`src/pkg/ifeb_pkg.sv`:
```
`default_nettype none
package ifeb_pkg;
    // Register indices (byte addresses on the plain port)
    localparam logic [3:0] ADDR_CTRL_B = 4'h0;
    localparam logic [3:0] ADDR_CTRL_C = 4'h1;
    localparam logic [3:0] ADDR_CTRL_D = 4'h2;
    localparam logic [3:0] ADDR_HALL = 4'h3;
    localparam logic [3:0] ADDR_CAP_ADC = 4'h4;
    localparam logic [3:0] ADDR_PWM = 4'h5;
    localparam logic [3:0] ADDR_TMR2 = 4'h6;
    localparam logic [3:0] ADDR_TMR0 = 4'h7;
    localparam logic [3:0] ADDR_TMR1 = 4'h8;
    localparam logic [3:0] ADDR_TW_TMR3 = 4'h9;
    localparam logic [3:0] ADDR_SVC = 4'ha;
    localparam int NUM_GROUPS = 7;
    // Field positions
    localparam int FLAG_LSB = 4;
    localparam int EN_LSB = 0;
    localparam int FIELD_W = 4;
    // Implemented-bit masks of the group registers
    localparam logic [7:0] MASK_FULL = 8'hff;
    localparam logic [7:0] MASK_HALL = 8'h77;
    localparam logic [7:0] MASK_TMR = 8'h33;
    localparam logic [7:0] MASK_TW = 8'h77;
    // Primary register bit positions
    localparam int B_OC_REQ = 7;
    localparam int B_LOW_REQ = 6;
    localparam int B_G1_REQ = 5;
    localparam int B_FILT_REQ = 4;
    localparam int D_TICK_REQ = 7;
    localparam int D_G6_REQ = 6;
    localparam int D_EE_REQ = 5;
    localparam int D_SER_REQ = 4;
    localparam logic [7:0] RESET_VAL = 8'h00;
endpackage
`default_nettype wire

```
`src/hw/ifeb_group_reg.sv`:
```
`timescale 1ns/1ns
`default_nettype none
module ifeb_group_reg #(
    parameter logic [7:0] MASK = 8'hff
) (
    input wire logic clk_in,
    input wire logic rst_in,
    input wire logic wr_in,
    input wire logic [7:0] wdata_in,
    input wire logic [3:0] event_in,
    output logic [7:0] value_out,
    output logic pending_out
);
    logic [7:0] value;
    logic [3:0] ev;
    assign ev = event_in & MASK[ifeb_pkg::FLAG_LSB +: ifeb_pkg::FIELD_W];
    always_ff @(posedge clk_in) begin
        if (rst_in) begin
            value <= ifeb_pkg::RESET_VAL;
        end else if (wr_in) begin
            // Event beats a software clear in the same cycle
            value <= (wdata_in & MASK) | {ev, 4'h0};
        end else begin
            value <= value | {ev, 4'h0};
        end
    end
    assign value_out = value;
    // Source flag together with its own enable raises the group request
    assign pending_out = |(value[ifeb_pkg::FLAG_LSB +: ifeb_pkg::FIELD_W]
        & value[ifeb_pkg::EN_LSB +: ifeb_pkg::FIELD_W]);
endmodule
`default_nettype wire

```
`src/hw/ifeb_bank.sv`:
```
// Our own choices: the register addresses and the address-and-strobe port.
`timescale 1ns/1ns
`default_nettype none
// Overview of operation
// - Control B: overcurrent flag bit 7, enable bit 3.
// - Control B: low-supply flag bit 6, enable bit 2.
// - Control B: group 1 flag/en bits 5/1, filtered input bits 4/0.
// - Control C: group 5..2 flags bits 7..4, enables 3..0.
// - Control D: tick, group 6, eeprom, serial flags 7..4, enables 3..0.
// - Serial enable gates its interrupt; flag stays readable either way.
// - Hall group: C,B,A flags 6..4, enables 2..0; bits 7,3 read 0.
// - Group source flags never self-clear; software writes 0.
// - Capture/ADC group: four flags 7..4, enables 3..0.
// - PWM group: period and three duty flags 7..4, enables 3..0.
// - Timer 2 group: A/P flags 5/4, enables 1/0, rest zero.
// - Timer 0 group: same layout as timer 2.
// - Timer 1 group: same layout as timer 2.
// - Last group: two-wire flag 6, timer 3 A/P 5/4, enables 2..0.
// - Flags set on events regardless of enable; enable gates interrupt, except hall enables, whose group pending reaches no request.
// - Servicing clears global enable; new requests still latch.
// - Servicing a group clears its group flag unless the group is still pending; source flags remain.
// - Any flag newly set requests wake-up from sleep or idle.
module ifeb_bank (
    input wire logic CLK_IN,
    input wire logic RST_IN,
    input wire logic [3:0] ADDR_IN,
    input wire logic [7:0] WDATA_IN,
    input wire logic WR_IN,
    input wire logic RD_IN,
    output logic [7:0] RDATA_OUT,
    input wire logic OC_EVENT_IN,
    input wire logic LOW_SUPPLY_EVENT_IN,
    input wire logic FILT_EVENT_IN,
    input wire logic TICK_EVENT_IN,
    input wire logic EEPROM_EVENT_IN,
    input wire logic SERIAL_EVENT_IN,
    input wire logic [2:0] HALL_EVENT_IN,
    input wire logic [3:0] CAP_ADC_EVENT_IN,
    input wire logic [3:0] PWM_EVENT_IN,
    input wire logic [1:0] TMR2_EVENT_IN,
    input wire logic [1:0] TMR0_EVENT_IN,
    input wire logic [1:0] TMR1_EVENT_IN,
    input wire logic [2:0] TW_TMR3_EVENT_IN,
    input wire logic SVC_IN,
    input wire logic [3:0] SVC_SRC_IN,
    input wire logic GLOBAL_IRQ_EN_IN,
    output logic [9:0] IRQ_REQ_OUT,
    output logic WAKE_OUT
);
    typedef enum logic [3:0] {
        SRC_FILT = 4'h0,
        SRC_G1 = 4'h1,
        SRC_LOW = 4'h2,
        SRC_OC = 4'h3,
        SRC_G2 = 4'h4,
        SRC_G3 = 4'h5,
        SRC_G4 = 4'h6,
        SRC_G5 = 4'h7,
        SRC_SER = 4'h8,
        SRC_EE = 4'h9,
        SRC_G6 = 4'ha,
        SRC_TICK = 4'hb
    } ifeb_src_t;

    logic [7:0] ctrl_b;
    logic [7:0] ctrl_c;
    logic [7:0] ctrl_d;
    logic [7:0] grp_val [0:6];
    logic [6:0] grp_pend;
    logic [6:0] grp_wr;
    logic [3:0] grp_ev [0:6];
    logic [3:0] svc_src;
    logic svc_go;
    logic [7:0] next_ctrl_b;
    logic [7:0] next_ctrl_c;
    logic [7:0] next_ctrl_d;
    logic [7:0] next_rdata;
    logic [9:0] next_irq;
    logic [39:0] all_flags;
    logic [39:0] prev_flags;
    logic [7:0] clr_b;
    logic [7:0] clr_c;
    logic [7:0] clr_d;

    function automatic logic is_wr(input logic [3:0] a, input logic [3:0] target);
        is_wr = (a == target);
    endfunction

    function automatic logic [7:0] merge(input logic [7:0] cur, input logic w,
        input logic [7:0] d, input logic [7:0] set, input logic [7:0] clr);
        logic [7:0] base;
        base = w ? d : cur;
        merge = (base & ~clr) | set;
    endfunction

    // Source event vectors, flags aligned to bits 3..0 of the flag field
    assign grp_ev[0] = {1'b0, HALL_EVENT_IN};
    assign grp_ev[1] = CAP_ADC_EVENT_IN;
    assign grp_ev[2] = PWM_EVENT_IN;
    assign grp_ev[3] = {2'b00, TMR2_EVENT_IN};
    assign grp_ev[4] = {2'b00, TMR0_EVENT_IN};
    assign grp_ev[5] = {2'b00, TMR1_EVENT_IN};
    assign grp_ev[6] = {1'b0, TW_TMR3_EVENT_IN};

    always_comb begin
        for (int i = 0; i < ifeb_pkg::NUM_GROUPS; i++) begin
            grp_wr[i] = WR_IN && is_wr(ADDR_IN, ifeb_pkg::ADDR_HALL + 4'(i));
        end
    end

    ifeb_group_reg #(.MASK(ifeb_pkg::MASK_HALL)) u_hall (
        .clk_in(CLK_IN), .rst_in(RST_IN), .wr_in(grp_wr[0]), .wdata_in(WDATA_IN),
        .event_in(grp_ev[0]), .value_out(grp_val[0]), .pending_out(grp_pend[0]));
    ifeb_group_reg #(.MASK(ifeb_pkg::MASK_FULL)) u_cap (
        .clk_in(CLK_IN), .rst_in(RST_IN), .wr_in(grp_wr[1]), .wdata_in(WDATA_IN),
        .event_in(grp_ev[1]), .value_out(grp_val[1]), .pending_out(grp_pend[1]));
    ifeb_group_reg #(.MASK(ifeb_pkg::MASK_FULL)) u_pwm (
        .clk_in(CLK_IN), .rst_in(RST_IN), .wr_in(grp_wr[2]), .wdata_in(WDATA_IN),
        .event_in(grp_ev[2]), .value_out(grp_val[2]), .pending_out(grp_pend[2]));
    ifeb_group_reg #(.MASK(ifeb_pkg::MASK_TMR)) u_tmr2 (
        .clk_in(CLK_IN), .rst_in(RST_IN), .wr_in(grp_wr[3]), .wdata_in(WDATA_IN),
        .event_in(grp_ev[3]), .value_out(grp_val[3]), .pending_out(grp_pend[3]));
    ifeb_group_reg #(.MASK(ifeb_pkg::MASK_TMR)) u_tmr0 (
        .clk_in(CLK_IN), .rst_in(RST_IN), .wr_in(grp_wr[4]), .wdata_in(WDATA_IN),
        .event_in(grp_ev[4]), .value_out(grp_val[4]), .pending_out(grp_pend[4]));
    ifeb_group_reg #(.MASK(ifeb_pkg::MASK_TMR)) u_tmr1 (
        .clk_in(CLK_IN), .rst_in(RST_IN), .wr_in(grp_wr[5]), .wdata_in(WDATA_IN),
        .event_in(grp_ev[5]), .value_out(grp_val[5]), .pending_out(grp_pend[5]));
    ifeb_group_reg #(.MASK(ifeb_pkg::MASK_TW)) u_tw (
        .clk_in(CLK_IN), .rst_in(RST_IN), .wr_in(grp_wr[6]), .wdata_in(WDATA_IN),
        .event_in(grp_ev[6]), .value_out(grp_val[6]), .pending_out(grp_pend[6]));

    // Service acknowledge clears only the serviced group flag, or the filtered input flag for SRC_FILT
    assign svc_go = SVC_IN;
    assign svc_src = SVC_SRC_IN;

    always_comb begin
        clr_b = 8'h00;
        clr_c = 8'h00;
        clr_d = 8'h00;
        if (svc_go) begin
            case (svc_src)
                SRC_G1: clr_b[ifeb_pkg::B_G1_REQ] = 1'b1;
                SRC_G2: clr_c[4] = 1'b1;
                SRC_G3: clr_c[5] = 1'b1;
                SRC_G4: clr_c[6] = 1'b1;
                SRC_G5: clr_c[7] = 1'b1;
                SRC_G6: clr_d[ifeb_pkg::D_G6_REQ] = 1'b1;
                SRC_FILT: clr_b[ifeb_pkg::B_FILT_REQ] = 1'b1;
                default: clr_b = 8'h00;
            endcase
        end
    end

    always_comb begin
        next_ctrl_b = merge(ctrl_b, WR_IN && is_wr(ADDR_IN, ifeb_pkg::ADDR_CTRL_B), WDATA_IN,
            {OC_EVENT_IN, LOW_SUPPLY_EVENT_IN, grp_pend[1], FILT_EVENT_IN, 4'h0},
            clr_b);
        next_ctrl_c = merge(ctrl_c, WR_IN && is_wr(ADDR_IN, ifeb_pkg::ADDR_CTRL_C), WDATA_IN,
            {grp_pend[5], grp_pend[4], grp_pend[3], grp_pend[2], 4'h0},
            clr_c);
        next_ctrl_d = merge(ctrl_d, WR_IN && is_wr(ADDR_IN, ifeb_pkg::ADDR_CTRL_D), WDATA_IN,
            {TICK_EVENT_IN, grp_pend[6], EEPROM_EVENT_IN, SERIAL_EVENT_IN, 4'h0},
            clr_d);
    end

    always_ff @(posedge CLK_IN) begin
        if (RST_IN) begin
            ctrl_b <= ifeb_pkg::RESET_VAL;
            ctrl_c <= ifeb_pkg::RESET_VAL;
            ctrl_d <= ifeb_pkg::RESET_VAL;
        end else begin
            ctrl_b <= next_ctrl_b;
            ctrl_c <= next_ctrl_c;
            ctrl_d <= next_ctrl_d;
        end
    end

    // Register read, data one cycle after the strobe
    always_comb begin
        next_rdata = 8'h00;
        if (ADDR_IN == ifeb_pkg::ADDR_CTRL_B) begin
            next_rdata = ctrl_b;
        end else if (ADDR_IN == ifeb_pkg::ADDR_CTRL_C) begin
            next_rdata = ctrl_c;
        end else if (ADDR_IN == ifeb_pkg::ADDR_CTRL_D) begin
            next_rdata = ctrl_d;
        end else if (ADDR_IN >= ifeb_pkg::ADDR_HALL && ADDR_IN <= ifeb_pkg::ADDR_TW_TMR3) begin
            next_rdata = grp_val[3'(ADDR_IN - ifeb_pkg::ADDR_HALL)];
        end else begin
            next_rdata = 8'h00;
        end
    end

    always_ff @(posedge CLK_IN) begin
        if (RST_IN) begin
            RDATA_OUT <= 8'h00;
        end else if (RD_IN) begin
            RDATA_OUT <= next_rdata;
        end else begin
            RDATA_OUT <= 8'h00;
        end
    end

    // Per-source requests: flag and enable, gated by the core's global enable.
    // The core clears its global enable on service, which blocks new requests here.
    always_comb begin
        next_irq[0] = ctrl_b[ifeb_pkg::B_FILT_REQ] & ctrl_b[0];
        next_irq[1] = ctrl_b[ifeb_pkg::B_G1_REQ] & ctrl_b[1];
        next_irq[2] = ctrl_b[ifeb_pkg::B_LOW_REQ] & ctrl_b[2];
        next_irq[3] = ctrl_b[ifeb_pkg::B_OC_REQ] & ctrl_b[3];
        next_irq[4] = |(ctrl_c[7:4] & ctrl_c[3:0]);
        next_irq[5] = ctrl_d[ifeb_pkg::D_SER_REQ] & ctrl_d[0];
        next_irq[6] = ctrl_d[ifeb_pkg::D_EE_REQ] & ctrl_d[1];
        next_irq[7] = ctrl_d[ifeb_pkg::D_G6_REQ] & ctrl_d[2];
        next_irq[8] = ctrl_d[ifeb_pkg::D_TICK_REQ] & ctrl_d[3];
        next_irq[9] = 1'b0;
        if (!GLOBAL_IRQ_EN_IN) begin
            next_irq = 10'h000;
        end
    end

    always_ff @(posedge CLK_IN) begin
        if (RST_IN) begin
            IRQ_REQ_OUT <= 10'h000;
        end else begin
            IRQ_REQ_OUT <= next_irq;
        end
    end

    // Wake on a flag rising; a flag already set before sleep gives no wake
    assign all_flags = {ctrl_b[7:4], ctrl_c[7:4], ctrl_d[7:4],
        grp_val[0][7:4], grp_val[1][7:4], grp_val[2][7:4], grp_val[3][7:4],
        grp_val[4][7:4], grp_val[5][7:4], grp_val[6][7:4]};

    always_ff @(posedge CLK_IN) begin
        if (RST_IN) begin
            prev_flags <= 40'h0;
            WAKE_OUT <= 1'b0;
        end else begin
            prev_flags <= all_flags;
            WAKE_OUT <= |(all_flags & ~prev_flags);
        end
    end
endmodule
`default_nettype wire

```
`config.mk`:
```
export PLATFORM = sky130hd
export DESIGN_NAME = ifeb_bank
export DESIGN_NICKNAME = d
export VERILOG_FILES = /design/src/pkg/ifeb_pkg.sv /design/src/hw/ifeb_group_reg.sv /design/src/hw/ifeb_bank.sv
export SDC_FILE = /design/constraint.sdc
export NUM_CORES = 1
export LEC_CHECK = 0
export ABC_AREA = 0
export BUFFER_PORTS_ARGS = -buffer_cell sky130_fd_sc_hd__buf_2
export CAP_MARGIN = 0
export CELL_PAD_IN_SITES_DETAIL_PLACEMENT = 0
export CELL_PAD_IN_SITES_GLOBAL_PLACEMENT = 1
export CORE_UTILIZATION = 46
export CTS_CLUSTER_DIAMETER = 100
export DETAILED_ROUTE_END_ITERATION = 10
export GPL_ROUTABILITY_DRIVEN = 0
export PLACE_DENSITY_LB_ADDON = 0.1
export SLEW_MARGIN = 20
export SYNTH_ARGS = -nofsm -noshare
export SYNTH_HDL_FRONTEND = slang
export SYNTH_SLANG_ARGS = --single-unit
```
`constraint.sdc`:
```
create_clock -name CLK_IN -period 3.6 [get_ports CLK_IN]
set_input_delay 0.72 -clock CLK_IN [delete_from_list [all_inputs] [get_ports CLK_IN]]
set_output_delay 0.72 -clock CLK_IN [all_outputs]
set_load 0.005 [all_outputs]
```
# Yosys cells after proc, flatten, opt, wreduce, memory -nomap -nowiden
# Index checks and enable logic that the tools add are counted.
# op_classes
add_sub_neg	1
magnitude_cmp	3
eq_ne	15
mux	27
n_bitwise	43
n_reduce_logical	23
# ops
operator	n
$mux W8	16
$or A8 B8 Y8	7
$and A40 B40 Y40	1
$not A40 Y40	1
$reduce_or A40 Y1	1
$eq A4 B3 Y1 const B	8
$and A4 B4 Y4	7
$reduce_or A4 Y1	7
$and A8 B8 Y8	3
$bmux W8 S3	1
$or A8 B6 Y8	3
$or A6 B6 Y6	3
$not A8 Y8	2
$or A8 B7 Y8	2
$or A7 B7 Y7	2
$eq A4 B4 Y1 const B	3
$logic_and A1 B1 Y1	11
$and A1 B1 Y1	8
$eq A4 B1 Y1 const B	2
$eq A4 B2 Y1 const B	2
$logic_not A4 Y1	2
$mux W1	8
$not A7 Y8	1
$mux W6	1
8 further kinds	10
# totals
regBits	139
in_bits	48
word_cells	127

# Longest topological paths before layout
# Gate-level depths: netlist (run 1).
# logic_depth
word_depth	9
ltp_mapped	9
ltp_nobuf	6

# Cells and area by module
# Synthesis (run 1) repeated with hierarchy kept, for this count alone.
# unflattened
cells_unflattened	604
hier_area_um2	5509.0
# modules_own_cells
mod	n_inst	cells_each	area_each_um2	seq_area_each_um2
ifeb_bank	1	421	3759.9	1641.6
ifeb_group_reg at u_cap ...	2	33	324.1	160.2
ifeb_group_reg at u_tmr0 ...	3	21	192.7	80.1
ifeb_group_reg at u_hall ...	2	27	261.5	120.1

# Worst setup path before layout (run 1)
# OpenSTA, ideal clock, no wires.
# synth_path
path_type	input to register
startpoint	input port ADDR_IN[0]
endpoint	register RDATA_OUT[6]
setup_ns	0.071
arrival_ns	2.327
setup_slack_ns	1.202
cell_stages	8
n_path_buf	2
path_cell_list	buf_2 > inv_1 > ha_1 > buf_6 > or3b_4 > a222oi_1 > o2111ai_1 > a21oi_1
# synth_via
elab_chain_cells	9
elab_cells_between_ends	15
cone_classes	1 x add/sub; 2 x order compare; 2 x eq/ne; 7 x mux; 1 x bitwise; 2 x reduce/logical
# synth_lines
item	line_no	text
start, declared	ifeb_bank.sv:26	input wire logic [3:0] ADDR_IN,
$sub A3 B2 Y3	ifeb_bank.sv:189	next_rdata = grp_val[3'(ADDR_IN - ifeb_pkg::ADDR_HALL)];
$not A3 Y4 (not written as such)	ifeb_bank.sv:189	
$bmux W8 S3	ifeb_bank.sv:189	
$mux W8 (not written as such) (2 in series)	ifeb_bank.sv:189	
$mux W8	ifeb_bank.sv:188	end else if (ADDR_IN >= ifeb_pkg::ADDR_HALL && ADDR_IN <= ifeb_pkg::ADDR_TW_TMR3) begin
$mux W8	ifeb_bank.sv:186	end else if (ADDR_IN == ifeb_pkg::ADDR_CTRL_D) begin
$mux W8	ifeb_bank.sv:184	end else if (ADDR_IN == ifeb_pkg::ADDR_CTRL_C) begin
$mux W8 (*)	ifeb_bank.sv:182	if (ADDR_IN == ifeb_pkg::ADDR_CTRL_B) begin
end signal, assigned	ifeb_bank.sv:199	RDATA_OUT <= next_rdata;
end, declared	ifeb_bank.sv:30	output logic [7:0] RDATA_OUT,
# Mark *: on every way between the ends. The rest lies on a longest branch, timed or not. The select of a mux whose other input is x is not followed.
# A chain may end at the register's enable or synchronous reset.

# Worst setup path after layout (run 1)
# layout_path
startpoint	input port ADDR_IN[0]
endpoint	register RDATA_OUT[0]
# Same word-level chain as after synthesis.

==> results of run 1 <==
[where the power goes]
group          internal [mW]  total, mW  switching (mW)
registers               1.31       1.36          0.0469
logic                  0.103      0.261           0.158
clock network           1.13       1.71           0.578
total                   2.55       3.33           0.783
[flip-flops by register name, indices dropped and copies added, names as in the netlist, 8 cells and up]
signal / flops
prev_flags: 32
IRQ_REQ_OUT: 9
RDATA_OUT: 8
ctrl_b: 8
ctrl_c: 8
ctrl_d: 8
u_cap.value_out: 8
u_pwm.value_out: 8
[cell usage in the layout (no fill, tap or decap), types with 4 or more instances in the layout]
cell type	instances
o2111ai_1	4
ha_1	4
and3_1	10
buf_2	65
o22ai_1	17
a21oi_1	39
nor2b_1	6
nand2b_1	8
buf_4	8
o211ai_1	9
inv_1	58
bufinv_16	4
a31oi_1	13
mux4_2	4
nor2_1	61
dfxtp_1	114
o21ai_0	13
nand3_1	9
nor4_1	5
a22oi_1	10
nand2_1	69
mux2i_1	30
clkbuf_16	16
or3b_2	4
[area by class of cell]
cell class	instances	share of cell area
Clock buffer	21	0.07470
Tap cell	136	0.02894
Inverter	58	0.03703
Sequential cell	114	0.3882
Multi-Input combinational cell	361	0.3786
Timing Repair Buffer	73	0.06555
Clock inverter	10	0.02703
[kinds of logic after synthesis]
group / count (synthesis)
adder cells (fa/ha/maj): 4
XOR/XNOR: 1
AND/OR/NAND/NOR: 187
AO/OA/AOI/OAI: 131
other: 1
multiplexers: 37
buffers and inverters: 93
flip-flops: 114
[path summary, 6_finish.rpt]
kind	slack (ns)	depth (start not counted)	startpoint	to
setup / recovery	1.19	6	ADDR_IN[0]	RDATA_OUT[0]$_SDFF_PP0_
hold / removal	0.42	3	OC_EVENT_IN	ctrl_b[7]$_SDFF_PP0_
setup reg to reg	2.23	3	u_pwm.value_out[5]$_SDFF_PP0_	RDATA_OUT[5]$_SDFF_PP0_
hold reg to reg	0.49	2	ctrl_d[3]$_SDFFE_PP0N_	ctrl_d[3]$_SDFFE_PP0N_
[tightest hold or removal path, cell delays in order]
cell	delay, ns
buf_2	0.08
a211oi_1	0.04
nor2_1	0.07
[through the flow]
step,hold slack [ns],util
after floorplan,0.4451,-
after global placement,0.4693,0.5139
after detailed placement,0.4789,0.5139
after CTS,0.4084,0.5721
after global routing,0.4215,0.5721
final,0.4218,0.5721
[layer usage]
metal  up-vias  share of wire  GRT usage  routed length, µm
li1       2071              -          -                  -
met1      2021           0.45     0.3751               6695
met2       199           0.44     0.4404               6563
met3        36          0.074    0.06176               1093
met4         0          0.032     0.1419                472
met5         -              0          0                  0
==> run_results.csv, run 1 <==
group,metric,value,unit
placed_design,post-place-cells,742,
floorplanning,die_area,11000,µm²
synth,async_flop_share,0,
synth,synth_compound_area_frac,0.1758,
grt,grt_max_degree,98,
sta,tightestPinTransition,0.9904,ns
drt,drc,0,
clocking,cts.sinks,114,
drt,drtAntennaViolNets,0,
floorplanning,die_h,104.9,µm
sta,finalHoldViolCount,0,
setup_path,crit_chain,"buf_2 -> inv_1 -> ha_1 -> mux4_2 -> mux2i_1 -> o211ai_1",
flow_run,drv_cap,0,
synth,synthCells,568,
setup_path,critical_path.startpoint_type,"input pin",
power_and_ir_drop,vdd_drop_max,284.6,µV
synth,synth_top_family_by_area,"simple AND/OR/NAND/NOR gates",
setup_path,critPathMaxFanout,19,
placed_design,place_area,5281,µm²
final_layout,synthToLayoutAreaGrowth,20.77,%
floorplanning,initial_core_util,0.4737,
clocking,path_clk_slew,0.06,ns
drt,postRouteWirelength,14820,µm
final_layout,nets,677,
synth,ys_top_cells_by_area,"dfxtp_1, mux2i_1, nand2_1",
sta,setup_viol,0,
synth,synth_seq_area_share,0.4688,
final_layout,postLayoutCellArea,5879,µm²
clocking,cts-buffers-inserted,17,
final_layout,layout.cells.non_filler,773,
sta,fin_crit,2.414,ns
final_layout,multi_input_area,2226,µm²
clocking,ctsResizeCount,0,
synth,synthAdderAreaFrac,0.01028,
clocking,cts_buffer_depth,2,
final_layout,drive_gt1_frac,0.1837,
sta,post-route-period-util,0.6706,
synth,synth_area_leader_cell,"dfxtp_1",
final_layout,diodes,0,
clocking,cts_tree,"built",
setup_path,crit_arrival,2.81,ns
clocking,h-tree-depth,4,
setup_path,cp_top_family,"multiplexers",
power_and_ir_drop,powerDensity,566.8,nW/µm²
drt,viasPerCell,5.598,
synth,synth-xor-area-share,0.001799,
final_layout,seqCellArea,2282,µm²
synth,synth_area_per_cell,8.571,µm²
clocking,worstSkewPairLatency,0.52,ns
synth,synth_ff_type,"dfxtp_1",
synth,syn-num-nets,620,
floorplanning,die_w,104.9,µm
synth,yosysUniqueCellTypes,52,
setup_path,cp-end-kind,"register",
synth,synth-edff-count,0,
synth,yosysMostFrequentCell,"dfxtp_1",
synth,synth-simple-area-share,0.1789,
clocking,post-cts-setup-buffers,0,
grt,overflow,0,
setup_path,cpPeakStageDelay,0.70,ns
setup_path,slowest_stage,"ha_1",
synth,yosys_warnings,0,
grt,grt_usage,0.2847,
grt,grt_pass1_wl,23250,µm
clocking,ctsRootBufferMaster,"clkbuf_8",
sta,clock_skew,0.008946,ns
setup_path,path_class,"input pin to register",
placed_design,dp_hpwl,10640,µm
synth,synth_seq_cells,114,
grt,grt_pass1_vias,4234,
synth,yosys-top-cells-count,"dfxtp_1, nand2_1, nor2_1",
grt,grt_antenna_before_repair,0,
setup_path,cp_data_required_time,4.00,ns
floorplanning,core,10280,µm²
synth,syn_area,4868,µm²
final_layout,fill_cells,985,
floorplanning,io_pins,67,
clocking,hold_buffers,0,
power_and_ir_drop,total_power,3.332,mW
sta,finalWorstSetupSlack,1.186,ns
drt,drt_iter0_drc,343,
placed_design,dp_worst_setup_slack,0.6983,ns
drt,vias,4327,
drt,first_pass_iters,5,
sta,timing.setup.tns,0,ns
floorplanning,num_rows,37,
placed_design,io_buffers,65,
synth,synthMuxAreaShare,0.08712,
power_and_ir_drop,power.leakage,2.578,nW
synth,synth_top_area_frac,0.4688,
sta,rsz0062_at_grt,"false",
drt,avgRoutedWirePerCell,19.18,µm
sta,max_freq,414.3,MHz
outcome,status,"completed",
sta,slew_headroom,0.3397,
setup_path,crit_buf_inv,2,
sta,drv_slew,0,
hold_path,hold_class,"input pin to register",
Power figures use the tool's default switching activity.
==> run 2: changes to the inputs <==
Settings changed: CORE_UTILIZATION 46 to 43.
Clock period 3.6 ns to 2.4 ns, I/O delays scaled along.
==> run_results.csv, run 2 (synthesis gave the netlist of run 1 again) <==
group,metric,value,unit
outcome,status,"completed",
clocking,ctsRootBufferMaster,"clkbuf_16",
floorplanning,io_pins,67,
floorplanning,core,10940,µm²
grt,grt_antenna_before_repair,0,
power_and_ir_drop,power.leakage,2.664,nW
final_layout,final_cell_mix,"dfxtp_1, nand2_1, buf_2",
final_layout,layout_commonest_cell,"dfxtp_1",
setup_path,critical_path.startpoint_type,"input pin",
setup_path,path_class,"input pin to register",
power_and_ir_drop,powerDensity,878.8,nW/µm²
clocking,worstSkewPairLatency,0.42,ns
sta,rsz0062_at_grt,"false",
setup_path,crit_chain,"buf_2 -> inv_1 -> ha_1 -> or3b_4 -> a221oi_2 -> o2111ai_1 -> o211ai_1",
clocking,ctsResizeCount,0,
setup_path,slowest_stage,"or3b_4",
drt,drt_iter0_drc,402,
final_layout,largest-register,"prev_flags",
setup_path,crit_arrival,2.17,ns
flow_run,drv_cap,0,
sta,clock_skew,0.006843,ns
floorplanning,num_rows,38,
setup_path,r2r-end,"RDATA_OUT[4]$_SDFF_PP0_",
clocking,cts-buffers-inserted,17,
sta,post-route-period-util,0.7623,
floorplanning,die_area,11750,µm²
setup_path,cp_top_family,"compound AO/OA/AOI/OAI gates",
drt,drtAntennaViolNets,0,
sta,finalWorstSetupSlack,0.5705,ns
floorplanning,initial_core_util,0.4452,
drt,postRouteWirelength,15320,µm
sta,max_freq,546.6,MHz
clocking,hold_buffers,0,
drt,avgRoutedWirePerCell,19.46,µm
sta,fin_crit,1.830,ns
setup_path,cpPeakStageDelay,0.41,ns
clocking,cts_buffer_depth,2,
final_layout,top_regs,"prev_flags x32, IRQ_REQ_OUT x9",
power_and_ir_drop,vdd_drop_max,537.8,µV
clocking,post-cts-setup-buffers,0,
setup_path,crit_buf_inv,2,
clocking,cts_tree,"built",
floorplanning,die_w,108.4,µm
sta,finalHoldViolCount,0,
grt,grt_usage,0.2803,
sta,drv_slew,0,
sta,slew_headroom,0.6334,
hold_path,holdPathEnd,"ctrl_b[4]$_SDFF_PP0_",
sta,tightestPinTransition,0.5488,ns
drt,drc,0,
grt,overflow,0,
final_layout,final_util,0.5519,
drt,first_pass_iters,5,
grt,grt_pass1_wl,23530,µm
final_layout,synthToLayoutAreaGrowth,23.98,%
clocking,path_clk_slew,0.06,ns
final_layout,drive_gt1_frac,0.2009,
placed_design,io_buffers,65,
drt,vias,4280,
setup_path,cp-end-kind,"register",
floorplanning,die_h,108.4,µm
setup_path,worstReg2RegStart,"u_pwm.value_out[4]$_SDFF_PP0_",
setup_path,cp_data_required_time,2.74,ns
setup_path,critPathMaxFanout,6,
hold_path,min_path_cells,3,
hold_path,min_from,"FILT_EVENT_IN",
drt,viasPerCell,5.438,
sta,setup_viol,0,
hold_path,hold_class,"input pin to register",
final_layout,diodes,0,
grt,grt_max_degree,99,
placed_design,dp_worst_setup_slack,0.1741,ns
clocking,h-tree-depth,4,
final_layout,largest_reg_flops,32,
placed_design,dp_hpwl,11110,µm
grt,grt_pass1_vias,4157,
setup_path,ff2ff_path_depth,3,
sta,timing.setup.tns,0,ns
clocking,cts.sinks,114,
setup_path,r2r_setup_slack,0.97,ns
final_layout,nets,686,
[run 2: tightest hold or removal path: cells and delay by family]
kind	cells	cell delay [ns]
compound gates	1	0.03
buf+inv	1	0.08
simple gates	1	0.07
[run 2: how the worst max path moves through the flow]
stage	from	end	slack (ns)	cells after the start
6_report	ADDR_IN[0]	RDATA_OUT[4]$_SDFF_PP0_	0.57	7
5_1_grt	ADDR_IN[0]	RDATA_OUT[2]$_SDFF_PP0_	0.46	7
4_1_cts	ADDR_IN[1]	ctrl_c[6]$_SDFF_PP0_	0.61	8
3_5_place_dp	ADDR_IN[1]	ctrl_c[6]$_SDFF_PP0_	0.17	8
3_3_place_gp	ADDR_IN[0]	RDATA_OUT[7]$_SDFF_PP0_	0.20	8
2_1_floorplan	ADDR_IN[0]	RDATA_OUT[6]$_SDFF_PP0_	0.24	8
[run 2: cell type report]
cell class / instances / area (µm²)
Sequential cell: 114 / 2282
Clock inverter: 12 / 202.7
Inverter: 58 / 217.7
Clock buffer: 20 / 466.7
Tap cell: 140 / 175.2
Timing Repair Buffer: 82 / 465.4
Multi-Input combinational cell: 361 / 2226
Fill cell: 1088 / 4900
[run 2: report_power, final]
group | total, mW | leakage [nW] | internal, mW | switching (mW)
registers | 2.04 | 0.934 | 1.97 | 0.0677
logic | 0.411 | 1.40 | 0.167 | 0.244
clock network | 2.86 | 0.327 | 1.93 | 0.931
total | 5.30 | 2.66 | 4.06 | 1.24
[run 2: stage by stage]
stage	hold WS (ns)	total power [mW]	std cells	area [µm²]
finish	0.2725	5.304	787	6036
global route	0.2754	5.450	787	6036
CTS	0.2657	5.312	787	6036
global placement	0.4643	2.472	755	5366
floorplan	0.4451	2.304	568	4868
detailed placement	0.4725	2.480	755	5366
[run 2: metal layers]
layer | share of wire | global-route usage
met1 | 0.47 | 0.3755
met5 | 0 | 0
met4 | 0.020 | 0.1168
met2 | 0.46 | 0.4295
met3 | 0.056 | 0.06811
==> run 3: changes to the inputs <==
Clock period 2.4 ns to 1.71 ns, I/O delays scaled along.
==> run_results.csv, run 3 (synthesis gave the netlist of run 1 again) <==
group,metric,value,unit
clocking,ctsRootBufferMaster,"clkbuf_16",
floorplanning,initial_core_util,0.4452,
setup_path,cpPeakStageDelay,0.43,ns
final_layout,drive_gt1_frac,0.2374,
placed_design,post-place-cells,782,
sta,clock_skew,0.005946,ns
final_layout,largest-register,"prev_flags",
clocking,cts_buffer_depth,2,
setup_path,crit_chain,"buf_2 -> inv_6 -> ha_1 -> or3b_4 -> a222oi_1 -> o2111ai_1 -> a21oi_1",
final_layout,layout.cells.non_filler,814,
sta,drv_slew,0,
floorplanning,core,10940,µm²
clocking,h-tree-depth,4,
sta,post-route-period-util,0.9352,
sta,finalWorstSetupSlack,0.1108,ns
final_layout,top_regs,"prev_flags x32, IRQ_REQ_OUT x9",
placed_design,dp_hpwl,11290,µm
clocking,cts.sinks,114,
floorplanning,io_pins,67,
drt,first_pass_iters,5,
final_layout,nets,713,
setup_path,crit_arrival,1.95,ns
power_and_ir_drop,power.leakage,2.787,nW
clocking,path_clk_slew,0.05,ns
placed_design,io_buffers,65,
drt,postRouteWirelength,15220,µm
placed_design,dp_worst_setup_slack,-0.3195,ns
clocking,hold_buffers,0,
setup_path,cp_top_family,"compound AO/OA/AOI/OAI gates",
setup_path,critical_path.startpoint_type,"input pin",
clocking,post-cts-setup-buffers,0,
clocking,worstSkewPairLatency,0.42,ns
power_and_ir_drop,vdd_drop_max,834.0,µV
sta,fin_crit,1.599,ns
setup_path,path_class,"input pin to register",
grt,grt_antenna_before_repair,0,
setup_path,cp_data_required_time,2.06,ns
final_layout,largest_reg_flops,32,
clocking,cts_tree,"built",
floorplanning,die_area,11750,µm²
grt,grt_usage,0.2803,
hold_path,hold_class,"input pin to register",
final_layout,synthToLayoutAreaGrowth,28.86,%
floorplanning,num_rows,38,
clocking,cts-buffers-inserted,17,
drt,drtAntennaViolNets,0,
setup_path,cp-end-kind,"register",
setup_path,critPathMaxFanout,4,
drt,avgRoutedWirePerCell,18.70,µm
floorplanning,die_h,108.4,µm
final_layout,fill_cells,1048,
floorplanning,die_w,108.4,µm
drt,drt_iter0_drc,295,
final_layout,final_util,0.5737,
drt,drc,0,
sta,rsz0062_at_grt,"false",
flow_run,drv_cap,0,
drt,vias,4449,
grt,grt_pass1_vias,4218,
sta,slew_headroom,0.6543,
sta,finalHoldViolCount,0,
drt,viasPerCell,5.466,
grt,grt_max_degree,98,
power_and_ir_drop,powerDensity,1171,nW/µm²
sta,tightestPinTransition,0.5185,ns
power_and_ir_drop,total_power,7.344,mW
setup_path,crit_buf_inv,2,
sta,max_freq,625.3,MHz
grt,overflow,0,
clocking,ctsResizeCount,0,
sta,setup_viol,0,
setup_path,slowest_stage,"or3b_4",
grt,grt_pass1_wl,23630,µm
final_layout,final_cell_mix,"dfxtp_1, nand2_1, buf_2",
outcome,status,"completed",
final_layout,layout_commonest_cell,"dfxtp_1",
final_layout,diodes,0,
-- run 3: cell types whose count changed in the layout (fill, tap and decap cells not counted), moves of 2 or more --
cell      previous run  this run
clkbuf_8             3         5
clkinv_4             3         0
buf_12               1         3
ha_1                 4         2
inv_1               58        56
buf_4               16        41
o21ai_1              0         2
o21ai_0             13        11
-- run 3: worst paths after layout --
| check | start | cells after the start | slack, ns | to |
|---|---|---|---|---|
| worst min-delay path | OC_EVENT_IN | 3 | 0.13 | ctrl_b[7]$_SDFF_PP0_ |
| worst max-delay path | ADDR_IN[0] | 7 | 0.11 | RDATA_OUT[2]$_SDFF_PP0_ |
| worst min register to register | u_cap.value_out[3]$_SDFFE_PP0N_ | 2 | 0.47 | u_cap.value_out[3]$_SDFFE_PP0N_ |
| worst max register to register | u_pwm.value_out[5]$_SDFF_PP0_ | 3 | 0.33 | RDATA_OUT[5]$_SDFF_PP0_ |
-- run 3: stage by stage --
step           TNS (ns)  hold WS (ns)  instance area, µm²
2_1_floorplan   -0.2521        0.4451                4918
3_3_place_gp     -2.452        0.4581                5625
3_5_place_dp     -3.127        0.4640                5625
4_1_cts               0        0.1200                6274
5_1_grt               0        0.1282                6274
6_report              0        0.1350                6274
-- run 3: layer usage --
layer / track usage / share of wire
met1: 0.3646 / 0.45
met2: 0.4408 / 0.46
met3: 0.07294 / 0.070
met4: 0.1129 / 0.016
met5: 0 / 0
-- run 3: layout make-up --
cell class	instances	area (µm²)	area share
well taps	140	175.2	0.02792
clock inverters	9	150.1	0.02393
flip-flops and latches	114	2282	0.3638
repair buffers	109	693.2	0.1105
inverters	58	222.7	0.03550
multi-input cells	361	2252	0.3590
clock buffers	23	498.0	0.07938
-- run 3: tightest hold or removal path, stage by stage --
cell	delay [ns]
buf_2	0.08
a211oi_1	0.03
nor2_1	0.07
-- run 3: report_power, final --
part / internal [mW] / total [mW] / switching, mW
Combinational: 0.277 / 0.634 / 0.357
Sequential: 2.76 / 2.86 / 0.0935
Clock: 2.62 / 3.85 / 1.23
Total: 5.66 / 7.34 / 1.68
